===== src/hw/dpw_cfg.svh =====
/*
 Constants of the wiper command logic: register offsets, field positions,
 reset values and timing counts.
 Assumes a 40 MHz system clock and a 16-bit plain register port.
*/
`ifndef DPW_CFG_SVH
`define DPW_CFG_SVH

// Register offsets (byte addresses)
`define DPW_OFS_CMD 8'h00
`define DPW_OFS_WIPER 8'h04
`define DPW_OFS_STATUS 8'h08
`define DPW_OFS_READBACK 8'h0C
`define DPW_OFS_TOL 8'h10

// Command word layout
`define DPW_CMD_UNUSED_HI 15
`define DPW_CMD_UNUSED_LO 11
`define DPW_CMD_CODE_HI 10
`define DPW_CMD_CODE_LO 8
`define DPW_CMD_DATA_HI 7
`define DPW_CMD_DATA_LO 0

// Status bits
`define DPW_ST_BUSY 0
`define DPW_ST_SHUTDOWN 1
`define DPW_ST_TOP 2
`define DPW_ST_BOTTOM 3
`define DPW_ST_CMD_ERR 4
`define DPW_ST_RB_VALID 5

// Tolerance byte fields and their split view in the tolerance register
`define DPW_TOL_SIGN 7
`define DPW_TOL_INT_HI 6
`define DPW_TOL_INT_LO 3
`define DPW_TOL_FRAC_HI 2
`define DPW_TOL_FRAC_LO 0
`define DPW_TOLV_SIGN 12
`define DPW_TOLV_INT_LO 8

// Special wiper codes and reset values
`define DPW_CODE_BOTTOM 8'hFF
`define DPW_RST_WIPER 8'h00
`define DPW_RST_DATA 16'h0000
`define DPW_DEF_TOLERANCE 8'h00

// Timing
`define DPW_CLK_PERIOD_NS 25
`define DPW_RELOAD_TIME_NS 25000
`define DPW_RELOAD_CYCLES ((`DPW_RELOAD_TIME_NS) / (`DPW_CLK_PERIOD_NS))

`endif


===== src/hw/dpw_pkg.sv =====
/*
 Types of the wiper command logic: controller states and command codes.
 Assumes dpw_cfg.svh supplies the numeric constants; state and command encodings are fixed here.
*/
`default_nettype none

package dpw_pkg;

   // Controller states, one-hot
   typedef enum logic [2:0] {
      ST_PRESET = 3'b001,
      ST_IDLE = 3'b010,
      ST_RELOAD = 3'b100
   } dpw_state_t;

   // Command field codes
   typedef enum logic [2:0] {
      CMD_NOP = 3'h0,
      CMD_STORE = 3'h1,
      CMD_WRITE = 3'h2,
      CMD_SHUTDOWN = 3'h3,
      CMD_RELOAD = 3'h4,
      CMD_READ_WIPER = 3'h5,
      CMD_READ_NVM = 3'h6,
      CMD_SPARE = 3'h7
   } dpw_cmd_t;

endpackage

`default_nettype wire


===== src/hw/dpw_nvm.sv =====
/*
 Nonvolatile store: saved wiper byte and factory tolerance byte.
 Assumes the surrounding controller sequences writes; contents are not
 touched by the power-on reset, only by factory_load or a store.
*/
`include "dpw_cfg.svh"
`default_nettype none

module dpw_nvm #(
   parameter logic [7:0] TOLERANCE = `DPW_DEF_TOLERANCE
) (
   // Clock and enable
   input wire logic clk_sys,
   input wire logic ce,
   // Factory programming
   input wire logic factory_load,
   input wire logic [7:0] midscale,
   // Store port
   input wire logic wr_en,
   input wire logic [7:0] wr_data,
   // Read port
   input wire logic rd_sel,
   output logic [7:0] rd_data
);

   logic [7:0] mem_r [0:1];
   logic [7:0] mem_nxt [0:1];

   // Next contents; factory load wins over a user store
   always_comb begin
      mem_nxt[0] = mem_r[0];
      mem_nxt[1] = mem_r[1];
      if (factory_load) begin
         mem_nxt[0] = midscale;
         mem_nxt[1] = TOLERANCE;
      end else if (wr_en) begin
         mem_nxt[0] = wr_data;
      end
   end

   // No reset here: the store must survive a power-on preset
   always_ff @(posedge clk_sys) begin
      if (ce) begin
         mem_r[0] <= mem_nxt[0];
         mem_r[1] <= mem_nxt[1];
      end
   end

   // Read is combinational; slot 1 holds the tolerance byte
   assign rd_data = rd_sel ? mem_r[1] : mem_r[0];

endmodule

`default_nettype wire


===== src/hw/dpw_tap_decode.sv =====
/*
 Wiper code to tap decoder with top-scale, bottom-scale and shutdown.
 Assumes the caller registers the outputs.
*/
`include "dpw_cfg.svh"
`default_nettype none

module dpw_tap_decode #(
   parameter int RES_BITS = 7
) (
   // Code and mode
   input wire logic [7:0] code,
   input wire logic shutdown,
   // Switch controls
   output logic [RES_BITS-1:0] tap,
   output logic top_scale,
   output logic bottom_scale,
   output logic term_a_open
);

   localparam logic [7:0] TOP_CODE = 8'(1 << RES_BITS);

   // Shutdown parks the wiper on B; out-of-range codes clamp to top scale, except 8'hFF, which selects bottom scale
   always_comb begin
      tap = code[RES_BITS-1:0];
      top_scale = 1'b0;
      bottom_scale = 1'b0;
      term_a_open = 1'b0;
      if (shutdown) begin
         tap = '0;
         bottom_scale = 1'b1;
         term_a_open = 1'b1;
      end else if (code == `DPW_CODE_BOTTOM) begin
         tap = '0;
         bottom_scale = 1'b1;
      end else if (code >= TOP_CODE) begin
         tap = '1;
         top_scale = 1'b1;
      end
   end

endmodule

`default_nettype wire


===== src/hw/dpw_core.sv =====
/*
 Command execution logic of a nonvolatile digital potentiometer: decodes
 16-bit command words, keeps the wiper position register, drives tap and
 scale controls, runs shutdown, reload and power-on preset.
 Assumes a plain register port on clk_sys with one-cycle strobes, and that
 the serial framing is done outside; factory_load programs the store once.
*/
// Decided for this implementation: strobed register access and the register addresses.
`include "dpw_cfg.svh"
`default_nettype none

module dpw_core #(
   parameter int RES_BITS = 7,
   parameter logic [7:0] TOLERANCE = `DPW_DEF_TOLERANCE,
   parameter int RELOAD_CYCLES = `DPW_RELOAD_CYCLES
) (
   // Clock, reset, enable
   input wire logic clk_sys,
   input wire logic arst_n,
   input wire logic ce,
   // Factory programming of the store
   input wire logic factory_load,
   // Register port
   input wire logic [7:0] addr,
   input wire logic [15:0] wdata,
   input wire logic wr_stb,
   input wire logic rd_stb,
   output logic [15:0] rdata,
   // Resistor switch controls and busy flag
   output logic [RES_BITS-1:0] tap_sel,
   output logic top_scale_sel,
   output logic bottom_scale_sel,
   output logic term_a_open,
   output logic busy
);

   localparam int CNT_W = $clog2(RELOAD_CYCLES + 1);
   localparam logic [7:0] MIDSCALE = 8'(1 << (RES_BITS - 1));

   // Refuse values the decoder and counter cannot serve
   generate
      if (RES_BITS < 5 || RES_BITS > 7) begin : g_bad_res
         $error("RES_BITS must be 5, 6 or 7");
      end
      if (RELOAD_CYCLES < 1 || RELOAD_CYCLES > 4096) begin : g_bad_cnt
         $error("RELOAD_CYCLES must be 1 to 4096");
      end
   endgenerate

   // Control state
   dpw_pkg::dpw_state_t state_r, state_nxt;
   logic [CNT_W-1:0] cnt_r, cnt_nxt;
   logic [7:0] wiper_position_register_r, wiper_position_register_nxt;
   logic shutdown_r, shutdown_nxt;
   logic cmd_err_r, cmd_err_nxt;
   logic rb_valid_r, rb_valid_nxt;
   logic [7:0] readback_r, readback_nxt;
   logic [15:0] last_cmd_r, last_cmd_nxt;

   // Store interface
   logic nvm_wr_en;
   logic nvm_rd_sel;
   logic [7:0] nvm_rd_data;

   // Decoded command fields
   logic cmd_wr;
   logic unused_zero;
   dpw_pkg::dpw_cmd_t cmd_code;
   logic [7:0] cmd_data;
   logic lowest_data_bit;
   logic memory_select_bit;
   logic [1:0] mem_addr;
   logic err_clear;

   // Decoder results
   logic [RES_BITS-1:0] dec_tap;
   logic dec_top, dec_bottom, dec_a_open;

   // Register port read data
   logic [15:0] rdata_nxt;
   logic [15:0] status_word;
   logic [15:0] tol_word;

   // Field split of a written command word
   assign cmd_wr = wr_stb && (addr == `DPW_OFS_CMD);
   assign unused_zero = (wdata[`DPW_CMD_UNUSED_HI:`DPW_CMD_UNUSED_LO] == 5'h00);
   assign cmd_code = dpw_pkg::dpw_cmd_t'(wdata[`DPW_CMD_CODE_HI:`DPW_CMD_CODE_LO]);
   assign cmd_data = wdata[`DPW_CMD_DATA_HI:`DPW_CMD_DATA_LO];
   assign lowest_data_bit = cmd_data[0];
   assign memory_select_bit = cmd_data[0];
   assign mem_addr = cmd_data[1:0];
   assign err_clear = wr_stb && (addr == `DPW_OFS_STATUS) && wdata[`DPW_ST_CMD_ERR];

   // Store write happens only for an accepted save command
   assign nvm_wr_en = (state_r == dpw_pkg::ST_IDLE) && cmd_wr && unused_zero
      && (cmd_code == dpw_pkg::CMD_STORE);
   // Tolerance slot is addressed by select bit with the upper address bit clear
   assign nvm_rd_sel = (state_r == dpw_pkg::ST_IDLE) && cmd_wr
      && (cmd_code == dpw_pkg::CMD_READ_NVM) && !mem_addr[1] && memory_select_bit;

   dpw_nvm #(
      .TOLERANCE(TOLERANCE)
   ) u_nvm (
      .clk_sys(clk_sys),
      .ce(ce),
      .factory_load(factory_load),
      .midscale(MIDSCALE),
      .wr_en(nvm_wr_en),
      .wr_data(wiper_position_register_r),
      .rd_sel(nvm_rd_sel),
      .rd_data(nvm_rd_data)
   );

   dpw_tap_decode #(
      .RES_BITS(RES_BITS)
   ) u_dec (
      .code(wiper_position_register_r),
      .shutdown(shutdown_r),
      .tap(dec_tap),
      .top_scale(dec_top),
      .bottom_scale(dec_bottom),
      .term_a_open(dec_a_open)
   );

   // Controller next state; commands are refused while a load is running
   always_comb begin
      state_nxt = state_r;
      cnt_nxt = cnt_r;
      wiper_position_register_nxt = wiper_position_register_r;
      shutdown_nxt = shutdown_r;
      cmd_err_nxt = cmd_err_r;
      rb_valid_nxt = rb_valid_r;
      readback_nxt = readback_r;
      last_cmd_nxt = last_cmd_r;
      // Software clear first so a new error in the same cycle wins
      if (err_clear) begin
         cmd_err_nxt = 1'b0;
      end
      if (cmd_wr) begin
         last_cmd_nxt = wdata;
      end
      unique case (state_r)
         dpw_pkg::ST_PRESET: begin
            // First cycle after reset release takes the saved value
            wiper_position_register_nxt = nvm_rd_data;
            state_nxt = dpw_pkg::ST_IDLE;
            if (cmd_wr) begin
               cmd_err_nxt = 1'b1;
            end
         end
         dpw_pkg::ST_IDLE: begin
            if (cmd_wr && !unused_zero) begin
               cmd_err_nxt = 1'b1;
            end else if (cmd_wr) begin
               unique case (cmd_code)
                  dpw_pkg::CMD_WRITE: begin
                     wiper_position_register_nxt = cmd_data;
                  end
                  dpw_pkg::CMD_SHUTDOWN: begin
                     // Wiper register is kept; only the switches change
                     shutdown_nxt = lowest_data_bit;
                  end
                  dpw_pkg::CMD_RELOAD: begin
                     cnt_nxt = CNT_W'(RELOAD_CYCLES - 1);
                     state_nxt = dpw_pkg::ST_RELOAD;
                  end
                  dpw_pkg::CMD_READ_WIPER: begin
                     readback_nxt = wiper_position_register_r;
                     rb_valid_nxt = 1'b1;
                  end
                  dpw_pkg::CMD_READ_NVM: begin
                     // Address 1x has no content and reads as zero
                     readback_nxt = mem_addr[1] ? 8'h00 : nvm_rd_data;
                     rb_valid_nxt = 1'b1;
                  end
                  dpw_pkg::CMD_SPARE: begin
                     cmd_err_nxt = 1'b1;
                  end
                  dpw_pkg::CMD_NOP, dpw_pkg::CMD_STORE: begin
                     // Store is done by the write port of the store itself
                     state_nxt = state_r;
                  end
               endcase
            end
         end
         dpw_pkg::ST_RELOAD: begin
            if (cmd_wr) begin
               cmd_err_nxt = 1'b1;
            end
            if (cnt_r == '0) begin
               wiper_position_register_nxt = nvm_rd_data;
               state_nxt = dpw_pkg::ST_IDLE;
            end else begin
               cnt_nxt = cnt_r - CNT_W'(1);
            end
         end
         default: begin
            state_nxt = dpw_pkg::ST_PRESET;
         end
      endcase
   end

   // Controller registers; reset is the power-on preset request
   always_ff @(posedge clk_sys or negedge arst_n) begin
      if (!arst_n) begin
         state_r <= dpw_pkg::ST_PRESET;
         cnt_r <= '0;
         wiper_position_register_r <= `DPW_RST_WIPER;
         shutdown_r <= 1'b0;
         cmd_err_r <= 1'b0;
         rb_valid_r <= 1'b0;
         readback_r <= 8'h00;
         last_cmd_r <= `DPW_RST_DATA;
      end else if (ce) begin
         state_r <= state_nxt;
         cnt_r <= cnt_nxt;
         wiper_position_register_r <= wiper_position_register_nxt;
         shutdown_r <= shutdown_nxt;
         cmd_err_r <= cmd_err_nxt;
         rb_valid_r <= rb_valid_nxt;
         readback_r <= readback_nxt;
         last_cmd_r <= last_cmd_nxt;
      end
   end

   // Status and tolerance views
   always_comb begin
      status_word = 16'h0000;
      status_word[`DPW_ST_BUSY] = (state_r != dpw_pkg::ST_IDLE);
      status_word[`DPW_ST_SHUTDOWN] = shutdown_r;
      status_word[`DPW_ST_TOP] = top_scale_sel;
      status_word[`DPW_ST_BOTTOM] = bottom_scale_sel;
      status_word[`DPW_ST_CMD_ERR] = cmd_err_r;
      status_word[`DPW_ST_RB_VALID] = rb_valid_r;
      // Split the sign-magnitude byte so software need not shift it
      tol_word = 16'h0000;
      tol_word[`DPW_TOLV_SIGN] = readback_r[`DPW_TOL_SIGN];
      tol_word[`DPW_TOLV_INT_LO +: 4] = readback_r[`DPW_TOL_INT_HI:`DPW_TOL_INT_LO];
      tol_word[2:0] = readback_r[`DPW_TOL_FRAC_HI:`DPW_TOL_FRAC_LO];
   end

   // Read data mux; unmapped addresses read zero
   always_comb begin
      rdata_nxt = 16'h0000;
      if (rd_stb) begin
         unique case (addr)
            `DPW_OFS_CMD: rdata_nxt = last_cmd_r;
            `DPW_OFS_WIPER: rdata_nxt = {8'h00, wiper_position_register_r};
            `DPW_OFS_STATUS: rdata_nxt = status_word;
            `DPW_OFS_READBACK: rdata_nxt = {8'h00, readback_r};
            `DPW_OFS_TOL: rdata_nxt = tol_word;
            default: rdata_nxt = 16'h0000;
         endcase
      end
   end

   // Read data stands only in the cycle after the strobe
   always_ff @(posedge clk_sys or negedge arst_n) begin
      if (!arst_n) begin
         rdata <= 16'h0000;
      end else if (ce) begin
         rdata <= rdata_nxt;
      end
   end

   // Switch controls are registered so they never glitch on decode
   always_ff @(posedge clk_sys or negedge arst_n) begin
      if (!arst_n) begin
         tap_sel <= '0;
         top_scale_sel <= 1'b0;
         bottom_scale_sel <= 1'b0;
         term_a_open <= 1'b0;
      end else if (ce) begin
         tap_sel <= dec_tap;
         top_scale_sel <= dec_top;
         bottom_scale_sel <= dec_bottom;
         term_a_open <= dec_a_open;
      end
   end

   assign busy = (state_r != dpw_pkg::ST_IDLE);

endmodule

`default_nettype wire


===== config.mk =====
export PLATFORM = sky130hd
export DESIGN_NAME = dpw_core
export DESIGN_NICKNAME = d
export VERILOG_FILES = /design/src/hw/dpw_pkg.sv /design/src/hw/dpw_nvm.sv /design/src/hw/dpw_tap_decode.sv /design/src/hw/dpw_core.sv
export VERILOG_INCLUDE_DIRS = /design/src /design/src/hw
export SDC_FILE = /design/constraint.sdc
export NUM_CORES = 1
export LEC_CHECK = 0
export BUFFER_PORTS_ARGS = -buffer_cell sky130_fd_sc_hd__buf_2
export CORE_ASPECT_RATIO = 0.7
export CORE_UTILIZATION = 57
export DETAILED_ROUTE_END_ITERATION = 10
export PLACE_DENSITY = 0.79
export SLEW_MARGIN = 10
export SYNTH_ARGS = -nofsm -noshare
export SYNTH_HDL_FRONTEND = slang
export SYNTH_SLANG_ARGS = --single-unit

===== constraint.sdc =====
create_clock -name clk_sys -period 6.4 [get_ports clk_sys]
set_clock_uncertainty 0.15 [all_clocks]
set_input_delay 0.96 -clock clk_sys [delete_from_list [all_inputs] [get_ports clk_sys]]
set_output_delay 0.96 -clock clk_sys [all_outputs]
set_load 0.02 [all_outputs]

==> results of run 1 <==
power by group through the flow:
stage	combinational (W)	clock, W	sequential (W)
6_report	0.000390	0.000347	0.000725
5_1_grt	0.000424	0.000374	0.000736
4_1_cts	0.000387	0.000352	0.000720
3_5_place_dp	0.000384	0	0.000729
3_3_place_gp	0.000370	0	0.000727
2_1_floorplan	0.000265	0	0.000707
per-stage QoR:
stage                     worst slack, ns  area, um2  power (W)  utilization, %
after global placement               2.95       4410    0.00110            64.7
after floorplan                      3.55       4080   0.000972               -
after CTS                            3.24       4590    0.00146            67.3
after detailed placement             2.85       4410    0.00111            64.7
after global routing                 2.96       4590    0.00153            67.3
final                                3.17       4590    0.00146            67.3
flip-flops by register name, summed over array words and instances (netlist names):
name / flops
last_cmd_r: 16
rdata: 16
cnt_r: 10
readback_r: 8
u_nvm.mem_r: 8
wiper_position_register_r: 8
tap_sel: 7
state_r: 3
bottom_scale_sel: 1
cmd_err_r: 1
rb_valid_r: 1
shutdown_r: 1
term_a_open: 1
top_scale_sel: 1
layout by cell type, fill, tap and decap left out, types with 5 or more instances in the layout:
cell type  Yosys  routed
o21ai_0       11      11
nor2_1        23      23
a21oi_1       18      18
edfxtp_1       8       8
nand4_1        5       5
o22ai_1       13      13
a22oi_1       14      14
nor3_1        12      12
clkbuf_8       0       9
nor2b_1       14      14
dfrtp_1       73      73
inv_1         25      25
o211ai_1       8       8
buf_2          3      56
a31oi_1        9       9
mux2_2        28      28
nand2_1       39      39
layout make-up:
class                      instances  area [um2]
clock buffer                      10         128
clock inverter                     6        50.0
fill                             576        2230
inverter                          25        93.8
multi-input combinational        267        1800
sequential                        82        2090
tap                               94         118
timing repair buffer              59         303
worst reg2reg max path, cell delays in order (launching register included):
cell       delay, ns
dfstp_2         0.62
nor3b_1         0.09
inv_1           0.42
nand2_1         0.23
a2bb2oi_1       0.83
a21oi_1         0.20
a211oi_1        0.26
how the worst min path moves through the flow:
stage	endpoint	cells past startpoint	from
final	rb_valid_r	1	rb_valid_r
after global routing	rb_valid_r	1	rb_valid_r
after CTS	rb_valid_r	1	rb_valid_r
after detailed placement	rb_valid_r	1	rb_valid_r
after global placement	rb_valid_r	1	rb_valid_r
after floorplan	rb_valid_r	1	rb_valid_r
cell families after synthesis:
kind of cell / synth area share [%]
adder cells (fa/ha/maj): 0.614
AND/OR/NAND/NOR: 17.8
XOR/XNOR: 0.215
flip-flops: 51.4
buffers and inverters: 4.45
multiplexers: 7.73
AO/OA/AOI/OAI: 17.9
layer usage:
layer  vias up  part of all wire, %  GRT usage [%]
met5         -                    0              0
met4         0                  1.8           9.23
met3        23                  8.4           7.57
met2       163                   43           41.0
met1      1676                   46           43.4
li1       1547                    -              -
==> run_results.csv, run 1 <==
group,metric,value,unit
synth,ys_ff_latch,82,
layout,instances_no_fill,543,
critical_path,worst-setup-path-type,"primary input to flop",
power_and_ir_drop,pwr-share-clk,23.7,%
synth,synth_area_leaders,"dfrtp_1 (45%), mux2_2 (7.7%), edfxtp_1 (5.9%)",
clock_tree,root_buffer,"clkbuf_8",
critical_path,critical-path-slowest-cell,"nor3_1",
floorplan,start_util,59.8,%
routing,drt.antenna.violating_nets,0,
global_routing,gr-total-overflow,0,
synth,synth_most_common_cell,"dfrtp_1",
synth,ys_types,56,
critical_path,cp.arrival,3.30,ns
min_path,hold_path.class,"flop to flop",
placement,port_buffers,56,
sta,finalCritPeriodShare,50.5,%
routing,drtPass1Iterations,8,
run_status,status,"complete, no violations",
power_and_ir_drop,comb_power_share,26.7,%
synth,syn_inst,395,
synth,synth_edf_count,8,
sta,relSlewSlack,36.2,%
routing,drtIter0Drc,258,
critical_path,end_kind,"flop",
routing,viasPerCell,6.28,
sta,tightest_slew,0.953,ns
floorplan,die_area,0.00750,mm2
sta,timing.fmax,0.310,GHz
floorplan,rows,25,
power_and_ir_drop,intPower,0.000920,W
global_routing,track_usage,29.0,%
sta,rsz0062_at_grt,"false",
clock_tree,h-tree-depth,3,
clock_tree,clkSlewWorstSetupHoldPaths,0.09,ns
synth,avgSynthCellArea,10.3,um2
power_and_ir_drop,power_per_cell_area,319,mW/mm2
synth,synth.yosys.warnings,0,
sta,setup_violations,0,
clock_tree,ctsLongestPathBuffers,2,
sta,timing.hold.ws,0.336,ns
power_and_ir_drop,power_switching,0.000542,W
clock_tree,cts_setup_buffers,0,
critical_path,path_delay_family,"simple AND/OR/NAND/NOR gates",
global_routing,antenna_found_initial,0,
critical_path,crit_cells,6,
clock_tree,tritoncts,"done",
placement,gp_congestion,0.870,
synth,synth_top_area_share,44.8,%
layout,antennaDiodeCount,0,
layout,fin_nets,476,
power_and_ir_drop,power.leakage,2.02,nW
critical_path,crit_chain,"buf_2 -> nor4bb_1 -> nand4_1 -> o2bb2ai_1 -> nor3_1 -> a41oi_1",
synth,synth_common_cells,"dfrtp_1 (73), nand2_1 (39), mux2_2 (28), inv_1 (25), nor2_1 (23)",
critical_path,r2r-start,"state_r[0]",
floorplan,die_height,72.8,um
clock_tree,cts_resized,0,
layout,syn_to_final_growth,12.5,%
floorplan,num_io_pins,57,
power_and_ir_drop,p_seq_share,49.6,%
clock_tree,cts_buffers,9,
flow_run,cap_violations,0,
critical_path,worst_ep_required_time,6.47,ns
layout,drive_gt1_share,25.4,%
routing,drt-total-wl,10000,um
critical_path,r2r-end,"state_r[0]",
critical_path,cp-startpoint,"ce",
power_and_ir_drop,irDropWorstVdd,0.000212,V
critical_path,reg2reg_depth,6,
synth,yosysTopAreaCell,"dfrtp_1",
floorplan,coreArea,0.00682,mm2
routing,post_drt_wl_per_cell,18.5,um
global_routing,grt_pass1_vias,3129,
clock_tree,hold_buffers,0,
critical_path,start_kind,"primary input",
floorplan,die_x,103,um
critical_path,critPathCapture,"cnt_r[7]",
critical_path,max_stage_delay,0.69,ns
global_routing,grt_max_degree,75,
placement,dp_hpwl,7140,um
synth,seq_area_frac_synth,51.4,%
global_routing,grt_pass1_wl,16100,um
critical_path,worstPathMaxFanout,47,
critical_path,rrSetupSlack,3.52,ns
clock_tree,clock-sinks,82,
power_and_ir_drop,p_sw_share,37.1,%
synth,synth-main-ff-cell,"dfrtp_1",
synth,synthArstFlopShare,90.2,%
critical_path,crit_buf_inv,1,
sta,fin_setup_tns,0,ns
synth,syn-cell-area,0.00408,mm2
clock_tree,clock_latency,0.37,ns
sta,slew_violations,0,
sta,final.min_clock_period,3.23,ns
routing,vias,3409,
synth,synth_nets,427,
placement,dp.cells,527,
routing,drc,0,
sta,finalHoldViolCount,0,
No activity file was read; power rests on OpenSTA's default activity.
==> run 2, diff against run 1 <==
- clock period: 6.4 -> 3.05 ns (I/O delays scaled with it)
==> run_results.csv, run 2 (synthesis results as in run 1) <==
group,metric,value,unit
routing,drtIter0Drc,276,
critical_path,worst-setup-path-type,"flop to flop",
layout,final_common_cell,"dfrtp_1",
clock_tree,ctsLongestPathBuffers,2,
routing,drt.antenna.violating_nets,0,
layout,drive_gt1_share,27.2,%
placement,dp_hpwl,7320,um
floorplan,num_io_pins,57,
layout,antennaDiodeCount,0,
sta,relSlewSlack,32.8,%
run_status,status,"complete, no violations",
sta,rsz0062_at_grt,"false",
sta,timing.fmax,0.366,GHz
global_routing,grt_max_degree,43,
routing,vias,3407,
sta,tightest_slew,1.00,ns
min_path,hold_path.startpoint,"wdata[15]",
clock_tree,clock_latency,0.36,ns
layout,fin_area,0.00470,mm2
critical_path,worstPathMaxFanout,8,
global_routing,track_usage,28.9,%
sta,fin_setup_tns,0,ns
routing,drc,0,
floorplan,die_x,103,um
layout,syn_to_final_growth,15.4,%
routing,viasPerCell,6.15,
flow_run,cap_violations,0,
critical_path,critPathCapture,"wiper_position_register_r[7]",
clock_tree,cts_resized,0,
global_routing,antenna_found_initial,0,
routing,drt-total-wl,10100,um
critical_path,r2r-end,"wiper_position_register_r[7]",
critical_path,cp.arrival,2.82,ns
critical_path,end_kind,"flop",
critical_path,start_kind,"flop",
clock_tree,clkSlewWorstSetupHoldPaths,0.09,ns
sta,finalCritPeriodShare,89.6,%
floorplan,start_util,59.8,%
critical_path,reg2reg_depth,6,
power_and_ir_drop,irDropWorstVdd,0.000615,V
placement,gp_congestion,0.880,
floorplan,die_height,72.8,um
clock_tree,tritoncts,"done",
clock_tree,cts_buffers,9,
sta,slew_violations,0,
sta,final.min_clock_period,2.73,ns
routing,drtPass1Iterations,5,
global_routing,gr-total-overflow,0,
placement,placed_cell_area,0.00448,mm2
sta,finalHoldViolCount,0,
critical_path,rrSetupSlack,0.32,ns
clock_tree,clock-sinks,82,
min_path,hold_path.class,"primary input to flop",
sta,setup_violations,0,
placement,place_ws,0.349,ns
clock_tree,cts_setup_buffers,0,
clock_tree,h-tree-depth,3,
floorplan,rows,25,
critical_path,worst_ep_required_time,3.14,ns
clock_tree,root_buffer,"clkbuf_8",
sta,worst_slack,0.319,ns
power_and_ir_drop,power_per_cell_area,677,mW/mm2
routing,post_drt_wl_per_cell,18.3,um
floorplan,die_area,0.00750,mm2
layout,final_cell_mix,"dfrtp_1 (73), buf_2 (56), nand2_1 (39), mux2_2 (28), inv_1 (25)",
layout,fin_nets,487,
critical_path,r2r-start,"cnt_r[0]",
critical_path,cp-startpoint,"cnt_r[0]",
placement,port_buffers,56,
floorplan,coreArea,0.00682,mm2
global_routing,grt_pass1_wl,16000,um
global_routing,grt_pass1_vias,3079,
layout,top_regs,"last_cmd_r x16, rdata x16, cnt_r x10",
placement,dp.cells,537,
power_and_ir_drop,power.leakage,2.10,nW
layout,instances_no_fill,554,
==> run 2: what timing repair did <==
action                                 4_1_cts  5_1_grt
setup endpoints to repair                    0        0
endpoints found under the hold margin       25        0
hold buffers                                 1        0
==> run 2: how the worst min path moves through the flow <==
stage                                  end  slack [ns]  cells past startpoint
after floorplan           bottom_scale_sel        0.01                      0
after global placement          rb_valid_r        0.31                      1
after detailed placement        rb_valid_r        0.31                      1
after CTS                   last_cmd_r[15]        0.18                      2
after global routing        last_cmd_r[15]        0.18                      2
final                       last_cmd_r[15]        0.19                      2
==> run 2: metrics by stage <==
| step | utilization, % | total power, W | hold slack, ns |
|---|---|---|---|
| finish | 69.0 | 0.00319 | 0.188 |
| global route | 69.0 | 0.00334 | 0.179 |
| CTS | 69.0 | 0.00317 | 0.183 |
| detailed placement | 65.8 | 0.00235 | 0.307 |
| global placement | 65.8 | 0.00232 | 0.306 |
| floorplan | - | 0.00204 | 0.0119 |
==> run 2: where the power goes <==
| group | leakage [nW] | internal (W) | total (W) | switching, W |
|---|---|---|---|---|
| Sequential | 1.03 | 0.00128 | 0.00152 | 0.000245 |
| Combinational | 0.963 | 0.000361 | 0.000832 | 0.000471 |
| Clock | 0.101 | 0.000409 | 0.000829 | 0.000419 |
==> run 2: final cells by class <==
cell class,count,area [um2]
fill,542,2120
sequential,82,2090
multi-input combinational,267,1800
timing repair buffer,70,388
clock buffer,10,138
tap,94,118
inverter,25,93.8
clock inverter,6,71.3
==> run 2: critical path, stage by stage, from the launching register on <==
cell and delay, ns:
dfrtp_1 0.43, inv_1 0.10, ha_1 0.13, or3b_2 0.45
o31a_1 0.34, a2111oi_4 0.60, mux2_2 0.41
==> run 2: per-layer routing <==
metal / vias up / share of wire (%) / global-route usage, %
met5: - / 0 / 0
met1: 1657 / 46 / 43.7
met4: 0 / 0.77 / 6.73
met2: 173 / 45 / 42.7
met3: 7 / 8.1 / 6.23
li1: 1570 / - / -
==> run 3, diff against run 2 <==
- SETUP_SLACK_MARGIN: not set -> 0.4
==> run_results.csv, run 3 (synthesis results as in run 1) <==
group,metric,value,unit
routing,drtPass1Iterations,5,
layout,final_cell_mix,"dfrtp_1 (73), buf_2 (56), nand2_1 (39), mux2_2 (28), inv_1 (25)",
layout,register_area,0.00209,mm2
sta,finalHoldViolCount,0,
routing,viasPerCell,6.19,
routing,drt.antenna.violating_nets,0,
layout,instances_no_fill,555,
sta,final.min_clock_period,2.55,ns
floorplan,die_area,0.00750,mm2
layout,drive_gt1_share,27.3,%
sta,tightest_slew,1.00,ns
floorplan,die_x,103,um
layout,fill_cells,540,
sta,relSlewSlack,32.9,%
global_routing,gr-total-overflow,0,
routing,post_drt_wl_per_cell,18.5,um
critical_path,cp.arrival,2.65,ns
critical_path,start_kind,"flop",
layout,fin_nets,488,
sta,slew_violations,0,
layout,syn_to_final_growth,15.7,%
sta,finalCritPeriodShare,83.6,%
power_and_ir_drop,power.leakage,2.10,nW
clock_tree,h-tree-depth,3,
routing,drt-total-wl,10300,um
routing,drc,0,
power_and_ir_drop,power_per_cell_area,680,mW/mm2
layout,top_regs,"last_cmd_r x16, rdata x16, cnt_r x10",
floorplan,num_io_pins,57,
placement,port_buffers,56,
sta,fin_setup_tns,0,ns
clock_tree,root_buffer,"clkbuf_8",
clock_tree,tritoncts,"done",
floorplan,coreArea,0.00682,mm2
floorplan,rows,25,
global_routing,grt_pass1_wl,16000,um
critical_path,end_kind,"flop",
placement,dp_hpwl,7320,um
clock_tree,clock-sinks,82,
global_routing,antenna_found_initial,0,
placement,dp.cells,537,
critical_path,worst_ep_required_time,3.15,ns
sta,timing.hold.ws,0.185,ns
critical_path,worstPathMaxFanout,8,
sta,rsz0062_at_grt,"false",
floorplan,start_util,59.8,%
global_routing,track_usage,28.9,%
run_status,status,"complete, no violations",
power_and_ir_drop,irDropWorstVdd,0.000613,V
routing,drtIter0Drc,275,
placement,gp_congestion,0.880,
min_path,hold_path.class,"primary input to flop",
layout,multi_input_area,0.00180,mm2
clock_tree,clkSlewWorstSetupHoldPaths,0.09,ns
sta,timing.fmax,0.392,GHz
clock_tree,ctsLongestPathBuffers,2,
layout,antennaDiodeCount,0,
clock_tree,cts_buffers,9,
layout,final_common_cell,"dfrtp_1",
critical_path,worst-setup-path-type,"flop to flop",
clock_tree,clock_latency,0.36,ns
global_routing,grt_max_degree,43,
global_routing,grt_pass1_vias,3079,
floorplan,die_height,72.8,um
routing,vias,3436,
sta,setup_violations,0,
flow_run,cap_violations,0,
==> run 3: cell type report <==
class	count	area share (%)
flip-flops and latches	82	44.4
multi-input cells	267	38.2
repair buffers	71	8.47
clock buffers	10	2.92
well taps	94	2.49
inverters	25	1.99
clock inverters	6	1.51
==> run 3: worst paths after layout <==
kind,cells past startpoint,from,slack [ns],endpoint
worst min-delay path,2,wdata[15],0.18,last_cmd_r[15]
worst max-delay path,7,cnt_r[0],0.50,wiper_position_register_r[7]
worst min register to register,1,rb_valid_r,0.33,rb_valid_r
max in group asynchronous,3,arst_n,1.47,state_r[0]
worst max register to register,7,cnt_r[0],0.50,wiper_position_register_r[7]
min in group asynchronous,2,arst_n,0.48,last_cmd_r[8]
==> run 3: through the flow <==
stage                     power (W)  util, %  setup slack, ns  area, um2
final                       0.00320     69.1            0.500       4710
after global routing        0.00335     69.1            0.397       4710
after CTS                   0.00317     69.0            0.418       4700
after detailed placement    0.00235     65.8            0.349       4480
after global placement      0.00232     65.8            0.411       4480
after floorplan             0.00204        -            0.539       4080
==> run 3: metal layers <==
layer	part of all wire, %	GRT usage [%]
met5	0	0
met4	0.74	6.73
met3	7.6	6.23
met2	45	42.7
met1	47	43.7
==> run 3: critical path, cell delays in order (launching register included) <==
cell       delay (ns)
dfrtp_1          0.44
inv_1            0.10
ha_1             0.13
or3b_2           0.45
o31a_1           0.34
a2111oi_4        0.30
buf_6            0.19
mux2_2           0.34
==> run 3: power by group <==
| group | switching [W] | leakage, nW | internal, W |
|---|---|---|---|
| combinational | 0.000475 | 0.969 | 0.000372 |
| clock | 0.000424 | 0.101 | 0.000410 |
| sequential | 0.000244 | 1.03 | 0.00128 |
| total | 0.00114 | 2.10 | 0.00206 |
==> run 3: timing repair <==
item                                   CTS  global route
resized for setup                        0             1
setup endpoints to repair                8             8
hold buffers                             1             0
pin swaps                                1             1
buffers inserted                         0             1
endpoints found under the hold margin   25             0
